==> src/shared/ict_pkg.sv <==
package ict_pkg;

    // ------------------------------------------------------------
    // Instruction classes as decoded by the fetch stage
    // ------------------------------------------------------------
    typedef enum logic [4:0] {
        ICT_ACC_REG,      // Accumulator with bank_work_reg
        ICT_ACC_DIRECT,   // Accumulator with direct byte
        ICT_ACC_INDIRECT, // Through bank_pointer_reg
        ICT_ACC_IMM,      // Immediate, incl. borrow_subtract_op
        ICT_DIRECT_IMM,   // Immediate with direct byte
        ICT_DIRECT_DIRECT,
        ICT_PTR_INC,
        ICT_PTR_LOAD,
        ICT_CODE_READ_PTR,
        ICT_CODE_READ_PC,
        ICT_EXT_XFER,
        ICT_STACK,
        ICT_NIBBLE_SWAP,
        ICT_ROTATE,
        ICT_IND_IMM,
        ICT_PRODUCT,
        ICT_DIVIDE,
        ICT_COND_BRANCH,
        ICT_GENERIC       // Timing equals byte count
    } ict_class_type;

    typedef struct packed {
        ict_class_type cls;
        logic [1:0] bytes;    // Length in program bytes, 1..3
        logic taken;          // Branch outcome, conditional branch only
        logic misaligned;     // Operand fetch straddles a flash line
    } ict_instr_type;

    typedef struct packed {
        logic [3:0] cycles;   // Cycles the finished instruction took
        logic [1:0] bytes;
    } ict_result_type;

    // ------------------------------------------------------------
    // Cycle counts, byte count and wait-state values
    // ------------------------------------------------------------
    localparam logic [3:0] ICT_CYC_1 = 4'h1;
    localparam logic [3:0] ICT_CYC_2 = 4'h2;
    localparam logic [3:0] ICT_CYC_3 = 4'h3;
    localparam logic [3:0] ICT_CYC_4 = 4'h4;
    localparam logic [3:0] ICT_CYC_CODE_MIN = 4'h4;
    localparam logic [3:0] ICT_CYC_CODE_MAX = 4'h7;
    localparam logic [3:0] ICT_CYC_DIVIDE = 4'h8;
    localparam logic [3:0] ICT_CYC_MAX = 4'h8;
    localparam logic [3:0] ICT_CYC_BRANCH_TAKEN = 4'h1;
    localparam logic [3:0] ICT_CYC_ZERO = 4'h0;
    localparam logic [3:0] ICT_CYC_ONE = 4'h1;
    localparam logic [1:0] ICT_BYTES_ONE = 2'h1;
    localparam logic [1:0] ICT_WAIT_W = 2'h2;
    localparam logic [1:0] ICT_WAIT_ZERO = 2'h0;
    localparam logic [1:0] ICT_WAIT_MAX = 2'h3;

endpackage

==> src/rtl/ict_sequencer.sv <==
module ict_sequencer (
    input wire logic mclk,
    input wire logic sys_rst,
    input wire logic instr_valid,
    input wire ict_pkg::ict_instr_type instr,
    input wire logic [1:0] flash_read_wait_setting,
    output logic instr_ready,
    output logic busy,
    output logic done,
    output ict_pkg::ict_result_type result
);

    // ------------------------------------------------------------
    // Duration lookup
    // ------------------------------------------------------------
    typedef enum logic {
        ICT_IDLE,
        ICT_EXEC
    } ict_state_type;

    ict_state_type state;
    logic [3:0] remaining;
    logic [3:0] next_total;
    logic [3:0] total;
    logic [1:0] held_bytes;
    logic [3:0] code_extra;
    logic [1:0] wait_clamped;
    logic accept;
    logic finishing;

    always_comb begin
        // Extra wait states limited so the read never exceeds its range
        wait_clamped = flash_read_wait_setting;
        if (flash_read_wait_setting == ict_pkg::ICT_WAIT_MAX) begin
            wait_clamped = ict_pkg::ICT_WAIT_W;
        end
        code_extra = {2'h0, wait_clamped} + {3'h0, instr.misaligned};
    end

    always_comb begin
        next_total = {2'h0, instr.bytes};
        case (instr.cls)
            ict_pkg::ICT_ACC_REG: next_total = ict_pkg::ICT_CYC_1;
            ict_pkg::ICT_ACC_DIRECT: next_total = ict_pkg::ICT_CYC_2;
            ict_pkg::ICT_ACC_INDIRECT: next_total = ict_pkg::ICT_CYC_2;
            ict_pkg::ICT_ACC_IMM: next_total = ict_pkg::ICT_CYC_2;
            ict_pkg::ICT_DIRECT_IMM: next_total = ict_pkg::ICT_CYC_3;
            ict_pkg::ICT_DIRECT_DIRECT: next_total = ict_pkg::ICT_CYC_3;
            ict_pkg::ICT_PTR_INC: next_total = ict_pkg::ICT_CYC_1;
            ict_pkg::ICT_PTR_LOAD: next_total = ict_pkg::ICT_CYC_3;
            ict_pkg::ICT_CODE_READ_PTR: begin
                next_total = ict_pkg::ICT_CYC_CODE_MIN + code_extra;
                if (next_total > ict_pkg::ICT_CYC_CODE_MAX) begin
                    next_total = ict_pkg::ICT_CYC_CODE_MAX;
                end
            end
            ict_pkg::ICT_CODE_READ_PC: next_total = ict_pkg::ICT_CYC_3;
            ict_pkg::ICT_EXT_XFER: next_total = ict_pkg::ICT_CYC_3;
            ict_pkg::ICT_STACK: next_total = ict_pkg::ICT_CYC_2;
            ict_pkg::ICT_NIBBLE_SWAP: next_total = ict_pkg::ICT_CYC_2;
            ict_pkg::ICT_ROTATE: next_total = ict_pkg::ICT_CYC_1;
            ict_pkg::ICT_IND_IMM: next_total = ict_pkg::ICT_CYC_2;
            ict_pkg::ICT_PRODUCT: next_total = ict_pkg::ICT_CYC_4;
            ict_pkg::ICT_DIVIDE: next_total = ict_pkg::ICT_CYC_DIVIDE;
            ict_pkg::ICT_COND_BRANCH: begin
                // Taken costs one more than the untaken byte count
                next_total = {2'h0, instr.bytes}
                    + (instr.taken ? ict_pkg::ICT_CYC_BRANCH_TAKEN
                                   : ict_pkg::ICT_CYC_ZERO);
            end
            default: next_total = {2'h0, instr.bytes};
        endcase
        if (next_total > ict_pkg::ICT_CYC_MAX) begin
            next_total = ict_pkg::ICT_CYC_MAX;
        end
        if (next_total == ict_pkg::ICT_CYC_ZERO) begin
            next_total = ict_pkg::ICT_CYC_ONE;
        end
    end

    // ------------------------------------------------------------
    // Cycle counter
    // ------------------------------------------------------------
    // The accepting edge only loads the count; cycle one is the cycle after it,
    // so single-cycle instructions finish on the following edge.
    assign finishing = (state == ICT_EXEC) && (remaining == ict_pkg::ICT_CYC_ONE);
    assign accept = instr_valid && ((state == ICT_IDLE) || finishing);

    always_ff @(posedge mclk or posedge sys_rst) begin
        if (sys_rst) begin
            state <= ICT_IDLE;
            remaining <= ict_pkg::ICT_CYC_ZERO;
            total <= ict_pkg::ICT_CYC_ZERO;
            held_bytes <= ict_pkg::ICT_WAIT_ZERO;
        end else if (accept) begin
            // Whole design counts raw clock edges only
            state <= ICT_EXEC;
            remaining <= next_total;
            total <= next_total;
            held_bytes <= instr.bytes;
        end else begin
            case (state)
                ICT_IDLE: state <= ICT_IDLE;
                ICT_EXEC: begin
                    if (finishing) begin
                        state <= ICT_IDLE;
                    end
                    remaining <= remaining - ict_pkg::ICT_CYC_ONE;
                end
                default: state <= ICT_IDLE;
            endcase
        end
    end

    // ------------------------------------------------------------
    // Registered outputs
    // ------------------------------------------------------------
    // Ready is registered, so it is computed for the coming cycle.
    always_ff @(posedge mclk or posedge sys_rst) begin
        if (sys_rst) begin
            instr_ready <= 1'b0;
            busy <= 1'b0;
        end else begin
            instr_ready <= accept ? (next_total == ict_pkg::ICT_CYC_ONE)
                : ((state == ICT_IDLE) || finishing
                   || (remaining == ict_pkg::ICT_CYC_2));
            busy <= accept ? 1'b1 : ((state == ICT_EXEC) && !finishing);
        end
    end

    always_ff @(posedge mclk or posedge sys_rst) begin
        if (sys_rst) begin
            done <= 1'b0;
            result <= '0;
        end else begin
            done <= finishing;
            if (finishing) begin
                result.cycles <= total;
                result.bytes <= held_bytes;
            end
        end
    end

endmodule

==> config.mk <==
export PLATFORM = sky130hd
export DESIGN_NAME = ict_sequencer
export DESIGN_NICKNAME = d
export VERILOG_FILES = /design/src/shared/ict_pkg.sv /design/src/rtl/ict_sequencer.sv
export SDC_FILE = /design/constraint.sdc
export NUM_CORES = 1
export LEC_CHECK = 0
export ABC_CLOCK_PERIOD_IN_PS = 1990
export CAP_MARGIN = 25
export CORE_MARGIN = 4
export CORE_UTILIZATION = 57
export CTS_BUF_LIST = sky130_fd_sc_hd__clkbuf_8
export DETAILED_ROUTE_END_ITERATION = 10
export DONT_BUFFER_PORTS = 1
export HOLD_SLACK_MARGIN = 0.15
export PLACE_DENSITY = 0.75
export SYNTH_ARGS = -nofsm -noshare
export SYNTH_HDL_FRONTEND = slang
export SYNTH_SLANG_ARGS = --single-unit
==> constraint.sdc <==
create_clock -name mclk -period 1.99 [get_ports mclk]
set_input_delay 0.398 -clock mclk [delete_from_list [all_inputs] [get_ports mclk]]
set_output_delay 0.398 -clock mclk [all_outputs]
set_load 0.02 [all_outputs]
==> impl_metrics.json <==
{
  "synth_seq_cells": 19,
  "hold_viol": 0,
  "crit_slowest_cell": "or3b_4",
  "rows": 16,
  "drv_slew": 0,
  "multiInputGateArea_um2": 669,
  "ios": 23,
  "drt-initial-drc-count": 24,
  "ys_async_sr_fraction": 1.00,
  "min_path_cells": 1,
  "synthDominantCellAreaShare": 0.391,
  "cp_cell_sequence": "inv_2 > ha_1 > or3b_4 > a21boi_4 > o21ai_1 > o22ai_2 > a21oi_1",
  "drcViolationCount": 0,
  "tns_ps": 0,
  "die_h_um": 54.2,
  "worstHoldPathType": "input port to flip-flop",
  "slowest_delay_ps": 430,
  "crit_path_end_kind": "flip-flop",
  "synthMostInstantiatedCell": "dfrtp_1",
  "root_buffer": "clkbuf_8",
  "synth_edf_count": 0,
  "cts_sinks": 19,
  "final_antenna_net_count": 0,
  "max_slew_margin": 0.543,
  "yosys.area.top_type": "dfrtp_1",
  "io_buffers": 0,
  "synth_cell_types": 43,
  "clock.fmax_mhz": 526,
  "ys_top_cells_by_area": "dfrtp_1 39%, ha_1 6.2%, mux2_2 5.6%",
  "syn2layout_area_growth_pct": 5.86,
  "yosys-top-cells-count": "19 x dfrtp_1, 12 x nand2_1, 8 x inv_1",
  "crit_fanout": 5,
  "dieWidth_um": 54.2,
  "syn_nets": 144,
  "layout.cells.non_filler": 152,
  "place.gp.congestion": 0.869,
  "postPlaceCellArea_um2": 1220,
  "finalCriticalPeriod_ps": 1900,
  "skew_ps": 1.98,
  "postSynthCellCount": 124,
  "place_ws_ps": 4.73,
  "dp_cells": 146,
  "first_pass_iters": 4,
  "wirelength_mm": 2.50,
  "crit_type": "flip-flop to flip-flop",
  "holdPathEnd": "busy",
  "overflow": 0,
  "fill_cells": 172,
  "num_antenna_cells": 0,
  "r2r_setup_slack_ps": 90,
  "cp_data_arrival_time_ps": 2030,
  "htree_num_levels": 1,
  "powerDensity_nw_per_um2": 1230,
  "grt_first_pass_wirelength_mm": 4.22,
  "fin_nets": 146,
  "seqCellArea_um2": 475,
  "via_count": 916,
  "min_from": "instr_valid",
  "grt_max_degree": 20,
  "antenna_found_initial": 0,
  "ys.flop_type": "dfrtp_1",
  "startpoint_type": "flip-flop",
  "core_area_um2": 2000,
  "clock_latency_ps": 260,
  "start_util": 0.607,
  "setup_violations": 0,
  "clk_pin_slew_ps": 70,
  "numCtsBuffers": 3,
  "syn_avg_cell_area_um2": 9.81,
  "grt_pass1_vias": 961,
  "maxCapViolations": 0,
  "outcome": "finished, final reports clean",
  "seq_area_frac_synth": 0.391,
  "setup_slack_ps": 90.3,
  "reg2reg_from": "remaining[1]",
  "vdd_drop_max_uv": 664,
  "syn_area_um2": 1220,
  "rsz0062_at_grt": "no",
  "yosys_warnings": 0,
  "drive_gt1_frac": 0.208,
  "reg2reg_depth": 7,
  "cts_tree": "done",
  "fin_area_um2": 1290,
  "dpl.hpwl_mm": 1.93,
  "period_share": 0.955,
  "die_area_um2": 2940,
  "cp.required_ps": 2120,
  "timing.rr.end": "total[0]",
  "vias_per_cell": 6.03,
  "grt_use_total": 0.199,
  "cts_buffer_depth": 2,
  "wl_per_cell_um": 16.5,
  "p_leak_uw": 0.000574,
  "worstMarginPinSlew_ps": 684
}
cells in the final DEF, fill, tap and decap left out, types with 2 or more instances in the layout:
| cell type | netlist | layout |
|---|---|---|
| inv_1 | 8 | 7 |
| nor2_1 | 6 | 6 |
| nor3_1 | 4 | 4 |
| a2111oi_2 | 2 | 2 |
| and2_1 | 2 | 2 |
| a21o_1 | 2 | 2 |
| and4_1 | 2 | 2 |
| mux2_2 | 6 | 6 |
| nand3_1 | 2 | 2 |
| o31ai_1 | 2 | 2 |
| o21ai_1 | 3 | 3 |
| nor2b_1 | 2 | 2 |
| buf_4 | 0 | 3 |
| ha_1 | 6 | 6 |
| dfrtp_1 | 19 | 19 |
| a31oi_1 | 3 | 3 |
| clkbuf_8 | 0 | 3 |
| a21oi_1 | 5 | 5 |
| o21ai_0 | 7 | 7 |
| nand2b_1 | 2 | 2 |
| nand2_1 | 12 | 12 |
worst max-delay path by stage:
stage,start,end,slack [ps],cells after the start
after detailed placement,instr[1],remaining[1],5,7
final,remaining[1],total[0],90,7
after global placement,instr[1],remaining[1],70,7
after floorplan,instr[1],remaining[1],120,7
after global routing,remaining[1],total[0],10,7
after CTS,remaining[1],result[5],50,5
cell type report:
type,instances,share of cell area
Clock buffer,3,0.0321
Multi-Input combinational cell,90,0.520
Tap cell,27,0.0262
Timing Repair Buffer,4,0.0253
Sequential cell,19,0.369
Clock inverter,1,0.00389
Inverter,8,0.0233
logic make-up (layout without fill, tap and decap cells):
kind of cell    after synthesis  in the layout  synth area share
simple gates                 42             42             0.192
compound gates               35             35             0.229
buf+inv                      15             16            0.0628
xor+xnor                      1              1           0.00720
flops                        19             19             0.391
fa+ha+maj                     6              6            0.0617
mux                           6              6            0.0556
sequential cells by signal, summed over array words and instances (netlist names):
name	cells
result	6
remaining	4
total	4
held_bytes	2
busy	1
done	1
instr_ready	1
where the power goes:
group / internal [uW] / switching, uW / total, uW
combinational: 274 / 289 / 563
sequential: 550 / 208 / 758
clock: 139 / 126 / 266
total: 964 / 623 / 1590
routing by layer:
| layer | track usage | wire [um] | up-vias | part of all wire |
|---|---|---|---|---|
| met5 | 0 | 0 | - | 0 |
| met4 | 0.0996 | 24 | 0 | 0.0096 |
| met3 | 0.0332 | 101 | 3 | 0.040 |
| met2 | 0.347 | 1320 | 24 | 0.53 |
| met1 | 0.233 | 1050 | 438 | 0.42 |
| li1 | - | - | 451 | - |
metrics by stage:
stage / power [uW] / util / hold slack (ps)
global route: 1700 / 0.643 / 240
CTS: 1580 / 0.637 / 236
global placement: 1250 / 0.609 / 421
detailed placement: 1310 / 0.609 / 429
finish: 1590 / 0.643 / 239
floorplan: 1170 / - / 349
critical path: cells and delay by family (launching register included):
kind | cells | cell delay [ps]
flops | 1 | 420
buf+inv | 1 | 90
simple gates | 1 | 430
fa+ha+maj | 1 | 170
compound gates | 4 | 660
timing repair:
item / CTS / global route
endpoints found under the setup margin: 0 / 12
endpoints found under the hold margin: 11 / 0
buffers inserted: 0 / 1
hold buffers: 1 / 0
gates resized for setup: 0 / 3
Note: power is estimated with default switching activity, not from simulation.
